[config.mk]
export PLATFORM = sky130hd
export DESIGN_NAME = brightness_path
export DESIGN_NICKNAME = d
export VERILOG_FILES = /design/src/backlight_pkg.sv /design/src/ramp_if.sv /design/src/brightness_path.sv /design/src/code_ramper.sv /design/src/duty_meter.sv
export SDC_FILE = /design/constraint.sdc
export NUM_CORES = 1
export LEC_CHECK = 0
export BUFFER_PORTS_ARGS = -buffer_cell sky130_fd_sc_hd__buf_2
export CAP_MARGIN = 0
export CORE_ASPECT_RATIO = 1.4
export CORE_MARGIN = 2
export CORE_UTILIZATION = 50
export DETAILED_ROUTE_END_ITERATION = 10
export PLACE_DENSITY = 0.73
export SLEW_MARGIN = 15
export SYNTH_ARGS = -nofsm -noshare
export SYNTH_HDL_FRONTEND = slang
export SYNTH_SLANG_ARGS = --single-unit
export TNS_END_PERCENT = 1
[constraint.sdc]
create_clock -name core_clk -period 9.9 [get_ports core_clk]
set_input_delay 1.485 -clock core_clk [delete_from_list [all_inputs] [get_ports core_clk]]
set_output_delay 1.485 -clock core_clk [all_outputs]
set_load 0.1 [all_outputs]
[src/backlight_pkg.sv]
// shared constants and types of the brightness path
`default_nettype none
package backlight_pkg;
   localparam int CODE_W = 11;
   // -------------------------------------------------------------
   // register offsets
   // -------------------------------------------------------------
   localparam logic [7:0] ADDR_BRT_CTRL = 8'h11;
   localparam logic [7:0] ADDR_BOOST = 8'h13;
   localparam logic [7:0] ADDR_AF_HIGH = 8'h15;
   localparam logic [7:0] ADDR_AF_LOW = 8'h16;
   localparam logic [7:0] ADDR_ADJ = 8'h17;
   localparam logic [7:0] ADDR_BRT_LOW = 8'h18;
   localparam logic [7:0] ADDR_BRT_HIGH = 8'h19;
   localparam logic [7:0] ADDR_STATUS = 8'h1A;
   // -------------------------------------------------------------
   // field positions and reset values
   // -------------------------------------------------------------
   localparam int CTRL_POL_BIT = 0;
   localparam int CTRL_RATE_LSB = 1;
   localparam int CTRL_MODE_LSB = 5;
   localparam int BOOST_MIN_IND_BIT = 4;
   localparam int BOOST_FREQ_BIT = 5;
   localparam int BOOST_SHIFT_BIT = 6;
   localparam logic [7:0] REG_RESET = 8'h00;
   localparam logic [2:0] LOW_RESET = 3'h0;
   // -------------------------------------------------------------
   // timing
   // -------------------------------------------------------------
   localparam int CLK_PERIOD_NS = 40;
   localparam int RAMP_BASE_NS = 1000;
   localparam int RAMP_BASE_CYCLES = (RAMP_BASE_NS + CLK_PERIOD_NS - 1) / CLK_PERIOD_NS;
   localparam int ADJ_MAX_NS = 50000;
   localparam int ADJ_MAX_CYCLES = ADJ_MAX_NS / CLK_PERIOD_NS;
   // -------------------------------------------------------------
   // types
   // -------------------------------------------------------------
   typedef enum logic [1:0] {
      MODE_REG = 2'h0,
      MODE_PWM = 2'h1,
      MODE_MUL_RAMP = 2'h2,
      MODE_RAMP_MUL = 2'h3
   } bright_mode_t;
   typedef enum logic [2:0] {
      FREQ_250K = 3'h1,
      FREQ_500K = 3'h2,
      FREQ_1M = 3'h4
   } sw_freq_t;
   // full duty (all ones) leaves the code unchanged
   function automatic logic [CODE_W-1:0] scale_by_duty(input logic [CODE_W-1:0] code,
                                                      input logic [CODE_W-1:0] duty);
      logic [2*CODE_W:0] prod;
      prod = code * ({1'b0, duty} + {{CODE_W{1'b0}}, 1'b1});
      return prod[2*CODE_W-1:CODE_W];
   endfunction
endpackage
`default_nettype wire

[src/ramp_if.sv]
// link between brightness control and the ramper
`default_nettype none
interface ramp_if;
   logic [10:0] target;
   logic [10:0] level;
   logic [2:0] rate;
   modport ctrl (output target, output rate, input level);
   modport ramper (input target, input rate, output level);
endinterface
`default_nettype wire

[src/brightness_path.sv]
// brightness source selection, backlight reduction and boost frequency choice
`default_nettype none
module brightness_path (
   // clock and reset
   input wire logic core_clk,
   input wire logic nrst,
   // register port
   input wire logic [7:0] reg_addr,
   input wire logic [7:0] reg_wdata,
   input wire logic reg_wr,
   input wire logic reg_rd,
   output var logic [7:0] reg_rdata_q,
   // pins
   input wire logic pwm_in,
   input wire logic backlight_reduce_input,
   // mapper and boost controls
   output var logic [10:0] led_code_q,
   output var backlight_pkg::sw_freq_t sw_freq_q,
   output var logic freq_shift_q,
   output var logic dmax_half_q,
   output var logic min_inductor_q
);
   import backlight_pkg::*;
   if (ADJ_MAX_CYCLES < 1)
      $error("reduction deadline shorter than one cycle");
   // -------------------------------------------------------------
   // register file
   // -------------------------------------------------------------
   logic [7:0] ctrl_q, ctrl_d;
   logic [7:0] boost_q, boost_d;
   logic [7:0] af_hi_q, af_hi_d;
   logic [7:0] af_lo_q, af_lo_d;
   logic [7:0] adj_q, adj_d;
   logic [2:0] low_q, low_d;
   logic [7:0] high_q, high_d;
   logic [10:0] reg_code_q, reg_code_d;
   logic [7:0] rdata_d;
   function automatic logic hit(input logic [7:0] addr, input logic [7:0] target);
      return addr == target;
   endfunction
   always_comb
   begin
      ctrl_d = ctrl_q;
      boost_d = boost_q;
      af_hi_d = af_hi_q;
      af_lo_d = af_lo_q;
      adj_d = adj_q;
      low_d = low_q;
      high_d = high_q;
      reg_code_d = reg_code_q;
      if (reg_wr)
      begin
         if (hit(reg_addr, ADDR_BRT_CTRL))
            ctrl_d = reg_wdata;
         if (hit(reg_addr, ADDR_BOOST))
            boost_d = reg_wdata;
         if (hit(reg_addr, ADDR_AF_HIGH))
            af_hi_d = reg_wdata;
         if (hit(reg_addr, ADDR_AF_LOW))
            af_lo_d = reg_wdata;
         if (hit(reg_addr, ADDR_ADJ))
            adj_d = reg_wdata;
         if (hit(reg_addr, ADDR_BRT_LOW))
            low_d = reg_wdata[2:0];
         if (hit(reg_addr, ADDR_BRT_HIGH))
         begin
            high_d = reg_wdata;
            reg_code_d = {reg_wdata, low_q};
         end
      end
   end
   // -------------------------------------------------------------
   // brightness source selection
   // -------------------------------------------------------------
   ramp_if rif ();
   logic [10:0] duty_code;
   bright_mode_t mode;
   logic [10:0] bright;
   logic [10:0] target;
   duty_meter #(
      .CODE_W(CODE_W)
   ) u_duty (
      .core_clk(core_clk),
      .nrst(nrst),
      .pwm_in(pwm_in),
      .duty_code_q(duty_code)
   );
   code_ramper #(
      .TIMER_W(16),
      .BASE_CYCLES(RAMP_BASE_CYCLES)
   ) u_ramp (
      .core_clk(core_clk),
      .nrst(nrst),
      .rif(rif)
   );
   always_comb
   begin
      mode = bright_mode_t'(ctrl_q[CTRL_MODE_LSB +: 2]);
      case (mode)
         MODE_REG:
            target = reg_code_q;
         MODE_PWM:
            target = duty_code;
         MODE_MUL_RAMP:
            target = scale_by_duty(reg_code_q, duty_code);
         MODE_RAMP_MUL:
            target = reg_code_q;
         default:
            target = reg_code_q;
      endcase
      // duty applied after the ramper, so duty changes bypass ramping
      if (mode == MODE_RAMP_MUL)
         bright = scale_by_duty(rif.level, duty_code);
      else
         bright = rif.level;
   end
   assign rif.target = target;
   assign rif.rate = ctrl_q[CTRL_RATE_LSB +: 3];
   // -------------------------------------------------------------
   // backlight reduction
   // -------------------------------------------------------------
   logic reduce_active;
   logic [10:0] reduce_code;
   logic [10:0] led_code_d;
   // ramper keeps tracking underneath, so release returns to the live target
   always_comb
   begin
      reduce_active = backlight_reduce_input ^ ctrl_q[CTRL_POL_BIT];
      reduce_code = {adj_q, 3'h0};
      if (reduce_active && (reduce_code < bright))
         led_code_d = reduce_code;
      else
         led_code_d = bright;
   end
   // -------------------------------------------------------------
   // boost switching frequency
   // -------------------------------------------------------------
   logic auto_mode;
   sw_freq_t sw_freq_d;
   logic dmax_half_d;
   logic freq_shift_d;
   logic min_inductor_d;
   // evaluated every cycle, so any threshold or high byte change is seen
   always_comb
   begin
      auto_mode = (af_hi_q != 8'h00) || (af_lo_q != 8'h00);
      if (!auto_mode)
         sw_freq_d = boost_q[BOOST_FREQ_BIT] ? FREQ_1M : FREQ_500K;
      else if (high_q >= af_hi_q)
         sw_freq_d = FREQ_1M;
      else if (high_q < af_lo_q)
         sw_freq_d = FREQ_250K;
      else
         sw_freq_d = FREQ_500K;
      dmax_half_d = (sw_freq_d == FREQ_250K);
      freq_shift_d = boost_q[BOOST_SHIFT_BIT];
      min_inductor_d = boost_q[BOOST_MIN_IND_BIT];
   end
   // -------------------------------------------------------------
   // readback
   // -------------------------------------------------------------
   always_comb
   begin
      rdata_d = reg_rdata_q;
      if (reg_rd)
      begin
         case (reg_addr)
            ADDR_BRT_CTRL: rdata_d = ctrl_q;
            ADDR_BOOST: rdata_d = boost_q;
            ADDR_AF_HIGH: rdata_d = af_hi_q;
            ADDR_AF_LOW: rdata_d = af_lo_q;
            ADDR_ADJ: rdata_d = adj_q;
            ADDR_BRT_LOW: rdata_d = {5'h00, low_q};
            ADDR_BRT_HIGH: rdata_d = high_q;
            ADDR_STATUS: rdata_d = led_code_q[10:3];
            default: rdata_d = 8'h00;
         endcase
      end
   end
   // -------------------------------------------------------------
   // state registers
   // -------------------------------------------------------------
   always_ff @(posedge core_clk or negedge nrst)
   begin
      if (!nrst)
      begin
         ctrl_q <= REG_RESET;
         boost_q <= REG_RESET;
         af_hi_q <= REG_RESET;
         af_lo_q <= REG_RESET;
         adj_q <= REG_RESET;
         low_q <= LOW_RESET;
         high_q <= REG_RESET;
         reg_code_q <= '0;
         reg_rdata_q <= REG_RESET;
         led_code_q <= '0;
         sw_freq_q <= FREQ_500K;
         freq_shift_q <= 1'b0;
         dmax_half_q <= 1'b0;
         min_inductor_q <= 1'b0;
      end
      else
      begin
         ctrl_q <= ctrl_d;
         boost_q <= boost_d;
         af_hi_q <= af_hi_d;
         af_lo_q <= af_lo_d;
         adj_q <= adj_d;
         low_q <= low_d;
         high_q <= high_d;
         reg_code_q <= reg_code_d;
         reg_rdata_q <= rdata_d;
         led_code_q <= led_code_d;
         sw_freq_q <= sw_freq_d;
         freq_shift_q <= freq_shift_d;
         dmax_half_q <= dmax_half_d;
         min_inductor_q <= min_inductor_d;
      end
   end
endmodule
`default_nettype wire

[src/code_ramper.sv]
// ramper stepping its level one code per programmed interval, jumping straight to the target at rate 0
`default_nettype none
module code_ramper #(
   parameter int TIMER_W = 16,
   parameter int BASE_CYCLES = backlight_pkg::RAMP_BASE_CYCLES
) (
   // clock and reset
   input wire logic core_clk,
   input wire logic nrst,
   // control side
   ramp_if.ramper rif
);
   import backlight_pkg::*;
   if (BASE_CYCLES < 1 || (BASE_CYCLES << 6) >= (1 << TIMER_W))
      $error("ramp base does not fit the timer");
   logic [10:0] level_q, level_d;
   logic [TIMER_W-1:0] tmr_q, tmr_d;
   function automatic logic [TIMER_W-1:0] interval(input logic [2:0] rate);
      return TIMER_W'(BASE_CYCLES) << (rate - 3'h1);
   endfunction
   // first step is taken at once, so a move of n codes lasts (n-1) intervals
   always_comb
   begin
      level_d = level_q;
      tmr_d = tmr_q;
      if (tmr_q != '0)
         tmr_d = tmr_q - 1'b1;
      else if (level_q != rif.target)
      begin
         if (rif.rate == 3'h0)
            level_d = rif.target;
         else
         begin
            level_d = (level_q < rif.target) ? level_q + 11'h1 : level_q - 11'h1;
            tmr_d = interval(rif.rate) - 1'b1;
         end
      end
   end
   always_ff @(posedge core_clk or negedge nrst)
   begin
      if (!nrst)
      begin
         level_q <= '0;
         tmr_q <= '0;
      end
      else
      begin
         level_q <= level_d;
         tmr_q <= tmr_d;
      end
   end
   assign rif.level = level_q;
endmodule
`default_nettype wire

[src/duty_meter.sv]
// measures pwm duty cycle over a fixed sampling window
`default_nettype none
module duty_meter #(
   parameter int CODE_W = 11
) (
   // clock and reset
   input wire logic core_clk,
   input wire logic nrst,
   // pin and result
   input wire logic pwm_in,
   output var logic [CODE_W-1:0] duty_code_q
);
   import backlight_pkg::*;
   if (CODE_W < 4 || CODE_W > 16)
      $error("duty code width out of range");
   logic [CODE_W-1:0] win_q, win_d;
   logic [CODE_W:0] high_q, high_d;
   logic [CODE_W-1:0] duty_d;
   logic [CODE_W:0] total;
   // window of 2^CODE_W samples gives one sample per code
   always_comb
   begin
      total = high_q + {{CODE_W{1'b0}}, pwm_in};
      win_d = win_q + 1'b1;
      high_d = total;
      duty_d = duty_code_q;
      if (&win_q)
      begin
         high_d = '0;
         duty_d = total[CODE_W] ? {CODE_W{1'b1}} : total[CODE_W-1:0];
      end
   end
   always_ff @(posedge core_clk or negedge nrst)
   begin
      if (!nrst)
      begin
         win_q <= '0;
         high_q <= '0;
         duty_code_q <= '0;
      end
      else
      begin
         win_q <= win_d;
         high_q <= high_d;
         duty_code_q <= duty_d;
      end
   end
endmodule
`default_nettype wire

==> results.cfg, run 1 <==
[finish]
drive_gt1_share_pct = 11.3
layout_common_cells = 260 x inv_1, 191 x nand2_1, 175 x fa_1, 164 x ha_1, 136 x dfrtp_1
diodes = 0
mostFrequentLayoutCell = inv_1
syn2layout_area_growth_pct = 9.04
multiInputGateArea_mm2 = 0.0114
fin_util_pct = 55.2
fill_cells = 2753
stdcell_area_mm2 = 0.0174
nNetsFinal = 2100
seqCellArea_mm2 = 0.00351

[logic_synthesis]
synth_top_family_by_area = adder cells
syn-num-nets = 2073
synth.distinct_cells = 68
synth_warnings = 0
syn-cell-area_mm2 = 0.0160
synthMuxAreaShare_pct = 4.72
synth_flop_cell = dfrtp_1
synth_adder_area_share_pct = 35.1
synth-edff-count = 0
synth_cells = 1709
avgSynthCellArea_um2 = 9.33
ys_ff_latch = 140
synth-xor-area-share_pct = 4.01
async_flop_share_pct = 100
ys_seq_area_share_pct = 22.0
synth-compound-area-share_pct = 9.96
synth-simple-area-share_pct = 16.5

[floorplan]
die-area_mm2 = 0.0334
fp.dieH_um = 215
core.rowCount = 77
core_area_mm2 = 0.0315
io_pins = 47
initial_core_util_pct = 50.6
die_w_um = 155

[sta]
period_minus_slack_ps = 9440
fin_tns_setup_ps = 0
maxSlewHeadroom_pct = 29.9
finalSetupViolations = 0
worstMarginPinSlew_ps = 1050
max_freq_ghz = 0.106
fin_hold_ws_ps = 404
slew_viol_final = 0
finalCritPeriodShare_pct = 95.3
hold_violations = 0
skew_ps = 12.3
fin_ws_ps = 463

[power]
ir_drop_mv = 0.150
power_density_mw_per_mm2 = 114
power_leakage_nw = 8.90

[clock_tree]
cts_max_level = 4
clk_path_buf_depth = 2
postCtsHoldBufs = 0
clkSinkCount = 140
path_clk_slew_ps = 60
numCtsBuffers = 17
cts_tree = done
clock_latency_ps = 430
clk_root_buffer_cell = clkbuf_16

[worst_hold_path]
hp-class = flip-flop to flip-flop
min-delay-start = boost_q[4]

[placed_design]
io_buffers = 46
hpwl_um = 31200
dp_worst_setup_slack_ps = 116
gp_congestion = 0.971
placed_area_mm2 = 0.0166

[global_routing]
grt_pass1_wl_um = 66300
grt_pass1_vias = 13400
antenna_found_initial = 0
gr-total-overflow = 0
grt_max_degree = 79
grtUsageTotal_pct = 25.0

[setup_path]
critPathSlowestCell = fa_1
crit_start = u_duty.duty_code_q[1]
path_max_fanout = 7
start_kind = flip-flop
cpMostUsedCell = fa_1
worstSetupPathType = flip-flop to flip-flop
r2r-start = u_duty.duty_code_q[1]
worstPathRequired_ps = 10180
critPathMaxStageDelay_ps = 590
worstSetupEndpointType = flip-flop
crit_arrival_ps = 9720

[routing]
wl_per_cell_um = 18.8
vias = 12500
ant_nets = 0
routed_wl_um = 40300
drt_iter0_drc = 779
drc = 0
avgViaCountPerCell = 5.82
drtPass1Iterations = 5

[run_status]
outcome = completed

[run]
maxCapViolCount = 0
-- path summary, 6_finish.rpt --
path | cells past startpoint | endpoint | slack, ps
worst max-delay path | 38 | u_ramp.rif.level[10] | 460
worst min-delay path | 0 | min_inductor_q | 400
worst max register to register | 38 | u_ramp.rif.level[10] | 460
worst min register to register | 0 | min_inductor_q | 400
max in group asynchronous | 2 | u_duty.duty_code_q[2] | 7420
min in group asynchronous | 1 | freq_shift_q | 1070
-- cell usage after synthesis, types with 20 or more instances --
cell type | instances | area share (%)
ha_1 | 167 | 13
a21oi_1 | 37 | 1.2
a31oi_1 | 23 | 0.90
nand2_1 | 191 | 4.5
inv_1 | 261 | 6.1
nor2b_1 | 20 | 0.78
fa_1 | 175 | 22
a21o_1 | 27 | 1.3
clkbuf_1 | 67 | 1.6
o21ai_0 | 45 | 1.4
xnor2_1 | 41 | 2.3
mux2_2 | 50 | 3.5
and2_1 | 120 | 4.7
dfrtp_1 | 139 | 22
xor2_1 | 32 | 1.8
nor2_1 | 83 | 2.0
nand3_1 | 27 | 0.85
-- cell families (layout without fill, tap and decap cells) --
logic type | count (synthesis) | in the layout
AND/OR/NAND/NOR | 530 | 530
flip-flops | 140 | 140
buffers and inverters | 331 | 371
XOR/XNOR | 73 | 73
AO/OA/AOI/OAI | 224 | 224
adder cells (fa/ha/maj) | 342 | 342
multiplexers | 69 | 69
-- critical path, delay by kind of cell (launching register included) --
kind / cells / cell delay [ps]
xor gates and xnor gates: 2 / 430
adders and majority gates: 9 / 3730
muxes: 1 / 200
AOI/OAI and AO/OA: 15 / 2970
DFF: 1 / 400
and+or+nand+nor: 6 / 990
buffers and inverters: 5 / 570
-- where the power goes --
part / switching (mW) / total [mW] / internal, mW / leakage (nW)
Clock: 0.249 / 0.601 / 0.352 / 0.264
Sequential: 0.0867 / 0.730 / 0.643 / 1.79
Combinational: 0.395 / 0.645 / 0.250 / 6.85
Total: 0.730 / 1.98 / 1.25 / 8.90
-- final cells by class --
cell class / count / share of cell area (%)
clock buffer: 22 / 2.61
clock inverter: 10 / 0.547
inverter: 261 / 5.65
multi-input combinational: 1238 / 65.4
sequential: 140 / 20.2
tap: 395 / 2.84
timing repair buffer: 78 / 2.75
-- through the flow --
step | power [mW] | instances
after CTS | 1.94 | 2134
after global routing | 2.08 | 2144
after floorplan | 1.17 | 1709
final | 1.98 | 2144
after global placement | 1.32 | 2102
after detailed placement | 1.34 | 2102
-- metal layers --
metal  wire, um  track usage (%)  share of wire [%]  vias to the layer above
met3       1820             3.09                4.5                      146
li1           -                -                  -                     5630
met2      21000             44.6                 52                      432
met5          0                0                  0                        -
met4       2340             14.3                5.8                        0
met1      15100             28.7                 38                     6270
-- registers in the layout, indices dropped and copies added (netlist names) --
name / count
high_q: 8
u_duty.win_q: 11
led_code_q: 11
boost_q: 8
u_ramp.tmr_q: 16
u_duty.duty_code_q: 11
reg_code_q: 3
ctrl_q: 8
dmax_half_q: 1
adj_q: 8
af_lo_q: 8
u_ramp.rif.level: 11
sw_freq_q: 3
u_duty.high_q: 12
af_hi_q: 8
freq_shift_q: 1
reg_rdata_q: 8
min_inductor_q: 1
low_q: 3
-- what timing repair did --
| item | in CTS | in global routing |
|---|---|---|
| setup buffers | 0 | 9 |
| setup endpoints to repair | 0 | 7 |
| gates resized for setup | 0 | 35 |
Power figures use the tool's default switching activity.
==> run 2, diff against run 1 <==
--- a/config.mk
+++ b/config.mk
@@ -5,6 +5,7 @@
 export SDC_FILE = /design/constraint.sdc
 export NUM_CORES = 1
 export LEC_CHECK = 0
+export ABC_AREA = 1
 export BUFFER_PORTS_ARGS = -buffer_cell sky130_fd_sc_hd__buf_2
 export CAP_MARGIN = 0
 export CORE_ASPECT_RATIO = 1.4
==> run 2 against run 1 <==
Against the previous run: routed wire length grew 24%; synthesized cell count grew 30%; fmax grew 6.8%; count of clock-buffer cells in the layout shrank 3; sequential share of layout area shrank 0.86 points; total power grew 13%; clock skew shrank 0.68 ps; sequential cell count is the same; core utilization shrank 0.39 points; global-route usage grew 4.6 points; final cell count grew 26%; register-to-register slack gained 600 ps; critical path type unchanged; largest cell class unchanged.
==> results.cfg, run 2 <==
[run_status]
outcome = completed

[logic_synthesis]
async_flop_share_pct = 100
ys_ff_latch = 140
synth_most_common_cell = nand2_1
synth-edff-count = 0
syn-num-nets = 2582
avgSynthCellArea_um2 = 7.57
synth_flop_cell = dfrtp_1
synth.distinct_cells = 55
synth_top_area_share_pct = 20.9
synth_warnings = 0
yosys-top-cells-area = fa_1 21%, dfrtp_1 21%, ha_1 12%
syn-cell-area_mm2 = 0.0168
ys_seq_area_share_pct = 20.9
synth_commonest_cells = 534 x nand2_1, 395 x inv_1, 229 x nor2_1
synth_top_area_cell = fa_1
synth_cells = 2218

[sta]
max_freq_ghz = 0.113
slew_viol_final = 0
finalCritPeriodShare_pct = 89.2
period_minus_slack_ps = 8830
finalSetupViolations = 0
worstMarginPinSlew_ps = 859
hold_violations = 0
rsz0062_at_grt = no
skew_ps = 11.6
maxSlewHeadroom_pct = 42.7
fin_tns_setup_ps = 0

[setup_path]
start_kind = flip-flop
r2r-end = u_ramp.rif.level[8]
cpMostUsedCell = nand2_1
critPathMaxStageDelay_ps = 520
crit_start = u_duty.duty_code_q[0]
crit_arrival_ps = 9200
cp_num_buf_inv = 7
cp_top_family = adder cells
worstSetupEndpointType = flip-flop
r2r-start = u_duty.duty_code_q[0]
path_depth = 45
worstSetupPathType = flip-flop to flip-flop
path_max_fanout = 12
r2r_cells = 45
r2r_setup_slack_ps = 1070
worstPathRequired_ps = 10270
critPathSlowestCell = fa_1

[floorplan]
initial_core_util_pct = 50.7
io_pins = 47
die_w_um = 159
core.rowCount = 79
core_area_mm2 = 0.0331
fp.dieH_um = 221
die-area_mm2 = 0.0351

[global_routing]
grt_max_degree = 91
grtUsageTotal_pct = 29.6
antenna_found_initial = 1
gr-total-overflow = 0
grt_pass1_wl_um = 81000
grt_pass1_vias = 15900

[power]
power_density_mw_per_mm2 = 124
ir_drop_mv = 0.196
p_sw_share_pct = 40.9
power_mw = 2.24
power_leakage_nw = 9.59
p_seq_share_pct = 32.2
comb_power_share_pct = 36.0
clockPowerShare_pct = 31.8
p_int_mw = 1.33
p_sw_mw = 0.917

[finish]
drive_gt1_share_pct = 6.98
reg_top3 = u_ramp.tmr_q (16), u_duty.high_q (12)
regMostFlops = u_ramp.tmr_q
largest_reg_flops = 16
nNetsFinal = 2614
fill_cells = 3111
layout_common_cells = 534 x nand2_1, 395 x inv_1, 229 x nor2_1, 175 x fa_1, 167 x ha_1
mostFrequentLayoutCell = nand2_1
syn2layout_area_growth_pct = 8.16

[clock_tree]
ctsResizeCount = 0
postCtsHoldBufs = 0
clk_root_buffer_cell = clkbuf_16
clock_latency_ps = 440
numCtsBuffers = 17
cts_tree = done
clkSinkCount = 140
path_clk_slew_ps = 60
clk_path_buf_depth = 2
post_cts_buffers = 0
cts_max_level = 4

[placed_design]
hpwl_um = 39900
gp_congestion = 0.988
io_buffers = 46

[routing]
wl_per_cell_um = 18.5
avgViaCountPerCell = 5.52
drc = 0
vias = 15000
ant_nets = 0
drtPass1Iterations = 5
drt_iter0_drc = 1090
routed_wl_um = 50000

[worst_hold_path]
hp-class = flip-flop to flip-flop
min-delay-start = boost_q[4]
min_to = min_inductor_q
hold_depth = 0

[run]
maxCapViolCount = 0
run 2: cell types whose count changed after synthesis, moves of 31 or more:
cell | before | now
mux2_2 | 50 | 0
nor2_1 | 83 | 229
o21ai_0 | 45 | 116
a21oi_1 | 37 | 82
xnor2_1 | 41 | 10
inv_1 | 261 | 395
nand3_1 | 27 | 101
nand2_1 | 191 | 534
and2_1 | 120 | 0
run 2: worst max-delay path by stage:
stage,to
2_1_floorplan,u_ramp.rif.level[7]
3_3_place_gp,u_ramp.rif.level[10]
3_5_place_dp,u_ramp.rif.level[10]
4_1_cts,u_ramp.rif.level[10]
5_1_grt,u_ramp.rif.level[7]
6_report,u_ramp.rif.level[8]
run 2: power by group through the flow:
stage,combinational (mW),clock [mW],sequential [mW]
after floorplan,0.539,0,0.775
after global placement,0.790,0,0.726
after detailed placement,0.800,0,0.727
after CTS,0.804,0.721,0.718
after global routing,0.908,0.743,0.727
final,0.808,0.713,0.721
run 2: cell type report:
class / instances / area [um^2] / area share [%]
Tap cell: 445 / 557 / 3.07
Timing Repair Buffer: 65 / 379 / 2.09
Clock inverter: 13 / 204 / 1.12
Sequential cell: 140 / 3500 / 19.3
Inverter: 424 / 1590 / 8.77
Clock buffer: 19 / 453 / 2.50
Multi-Input combinational cell: 1602 / 11500 / 63.1
Antenna cell: 1 / 2.50 / 0.0138
run 2: stage by stage:
| stage | hold WS (ps) | util (%) | instance area, um^2 | cells | setup slack [ps] |
|---|---|---|---|---|---|
| after global routing | 436 | 54.8 | 18200 | 2709 | 322 |
| after detailed placement | 396 | 52.8 | 17500 | 2676 | 1180 |
| after CTS | 418 | 54.8 | 18100 | 2708 | 1150 |
| final | 417 | 54.8 | 18200 | 2709 | 1070 |
| after global placement | 395 | 52.8 | 17500 | 2676 | 1330 |
| after floorplan | 374 | - | 16800 | 2218 | 1950 |
run 2: kinds of logic after synthesis:
kind of cell | after synthesis | synth area share (%)
flip-flops | 140 | 20.9
AND/OR/NAND/NOR | 960 | 24.2
adder cells (fa/ha/maj) | 342 | 33.3
AO/OA/AOI/OAI | 266 | 8.93
buffers and inverters | 476 | 10.8
XOR/XNOR | 34 | 1.82
run 2: layer usage:
| metal | GRT usage [%] | routed length (um) | vias up |
|---|---|---|---|
| li1 | - | - | 7002 |
| met1 | 30.9 | 17700 | 7126 |
| met2 | 54.4 | 25400 | 605 |
| met3 | 5.00 | 3160 | 231 |
| met4 | 21.2 | 3760 | 0 |
| met5 | 0 | 0 | - |
==> run 3, diff against run 2 <==
--- a/config.mk
+++ b/config.mk
@@ -6,13 +6,14 @@
 export NUM_CORES = 1
 export LEC_CHECK = 0
 export ABC_AREA = 1
-export BUFFER_PORTS_ARGS = -buffer_cell sky130_fd_sc_hd__buf_2
+export BUFFER_PORTS_ARGS = -buffer_cell sky130_fd_sc_hd__clkbuf_2
 export CAP_MARGIN = 0
 export CORE_ASPECT_RATIO = 1.4
 export CORE_MARGIN = 2
 export CORE_UTILIZATION = 50
 export DETAILED_ROUTE_END_ITERATION = 10
 export PLACE_DENSITY = 0.73
+export SKIP_CTS_REPAIR_TIMING = 1
 export SLEW_MARGIN = 15
 export SYNTH_ARGS = -nofsm -noshare
 export SYNTH_HDL_FRONTEND = slang
==> run 3 against run 2 <==
Against the previous run: sequential power barely moved; non-clock buffer count stayed put; routed wire length is 0.50% lower; fmax barely moved; critical path depth down 1; combinational power shrank 0.6%; count of clock-buffer cells in the layout fell by 2; final cell count about the same; clock skew down 3.3 ps; worst hold slack worse by 5.3 ps; first-iteration DRC count decreased by 14%; global-route usage down 0.12 points; critical endpoint is now u_ramp.rif.level[7]; largest power group unchanged.
==> results.cfg, run 3 (synthesized netlist as in run 2, its figures left out) <==
[sta]
max_freq_ghz = 0.113
skew_ps = 8.27
fin_tns_setup_ps = 0
slew_viol_final = 0
hold_violations = 0
worstMarginPinSlew_ps = 914
finalSetupViolations = 0
finalCritPeriodShare_pct = 89.3
maxSlewHeadroom_pct = 39.1
period_minus_slack_ps = 8840
rsz0062_at_grt = no

[placed_design]
hpwl_um = 39900
gp_congestion = 1.00
io_buffers = 46
placed_area_mm2 = 0.0175

[global_routing]
antenna_found_initial = 1
grt_pass1_vias = 15600
gr-total-overflow = 0
grt_pass1_wl_um = 80500
grtUsageTotal_pct = 29.5
grt_max_degree = 74

[clock_tree]
clock_latency_ps = 440
cts_tree = done
path_clk_slew_ps = 70
clkSinkCount = 140
numCtsBuffers = 17
cts_max_level = 4
clk_root_buffer_cell = clkbuf_16
clk_path_buf_depth = 2

[setup_path]
worstSetupPathType = flip-flop to flip-flop
worstPathRequired_ps = 10270
critPathMaxStageDelay_ps = 520
start_kind = flip-flop
r2r-start = u_duty.duty_code_q[0]
crit_start = u_duty.duty_code_q[0]
path_max_fanout = 11
cp_num_buf_inv = 8
r2r_setup_slack_ps = 1060
critPathSlowestCell = fa_1
cpMostUsedCell = nand2_1
worstSetupEndpointType = flip-flop
crit_arrival_ps = 9210
cp_top_family = adder cells

[routing]
wl_per_cell_um = 18.4
drtPass1Iterations = 8
avgViaCountPerCell = 5.53
drc = 0
drt_iter0_drc = 939
vias = 15000
ant_nets = 0
routed_wl_um = 49800

[finish]
fill_cells = 3160
stdcell_area_mm2 = 0.0181
diodes = 0
regMostFlops = u_ramp.tmr_q
mostFrequentLayoutCell = nand2_1
layout_common_cells = 534 x nand2_1, 395 x inv_1, 229 x nor2_1, 175 x fa_1, 167 x ha_1
reg_top3 = u_ramp.tmr_q (16), u_duty.high_q (12)
syn2layout_area_growth_pct = 7.57
largest_reg_flops = 16
nNetsFinal = 2614
drive_gt1_share_pct = 6.98

[floorplan]
die-area_mm2 = 0.0351
initial_core_util_pct = 50.7
fp.dieH_um = 221
io_pins = 47
core.rowCount = 79
core_area_mm2 = 0.0331
die_w_um = 159

[worst_hold_path]
hp-class = flip-flop to flip-flop
min-delay-start = boost_q[4]

[run]
maxCapViolCount = 0

[run_status]
outcome = completed

[power]
power_mw = 2.13
power_leakage_nw = 9.51
ir_drop_mv = 0.191
power_density_mw_per_mm2 = 118
==> run 3: changes by cell type in the layout (fill, tap and decap cells not counted), sizes merged <==
cell | before | now
buf | 65 | 20
bufinv | 4 | 0
clkbuf | 19 | 62
clkinvlp | 0 | 5
diode | 1 | 0
inv | 419 | 420
==> run 3: metrics by stage <==
step                util, %  instances  hold WS (ps)  worst slack, ps
finish                 54.5       2708           412             1060
global route           54.5       2708           419              275
CTS                    54.5       2708           413             1180
detailed placement     52.8       2676           393             1220
global placement       52.8       2676           390             1350
floorplan                 -       2218           374             1950
==> run 3: routing by layer <==
layer	global-route usage (%)	vias to the layer above	part of all wire [%]
met3	4.54	251	6.3
li1	-	6990	-
met5	0	-	0.024
met4	22.0	2	8.1
met2	53.1	644	50
met1	31.6	7101	36
==> run 3: power breakdown <==
part | switching (mW) | leakage [nW] | internal (mW) | total (mW)
sequential | 0.0767 | 1.85 | 0.642 | 0.719
clock | 0.275 | 0.259 | 0.328 | 0.603
combinational | 0.563 | 7.40 | 0.240 | 0.803
total | 0.915 | 9.51 | 1.21 | 2.13
==> run 3: final timing paths <==
kind | to | depth (start not counted)
min in group asynchronous | boost_q[4] | 1
max | u_ramp.rif.level[7] | 44
min | min_inductor_q | 0
max reg2reg | u_ramp.rif.level[7] | 44
min reg2reg | min_inductor_q | 0
max in group asynchronous | af_hi_q[4] | 2
==> run 3: area by class of cell <==
type | instances | area [um^2] | area share (%)
clock inverters | 15 | 134 | 0.742
inverters | 424 | 1590 | 8.82
well taps | 445 | 557 | 3.08
repair buffers | 65 | 379 | 2.10
clock buffers | 17 | 425 | 2.36
multi-input cells | 1602 | 11500 | 63.5
flip-flops and latches | 140 | 3500 | 19.4
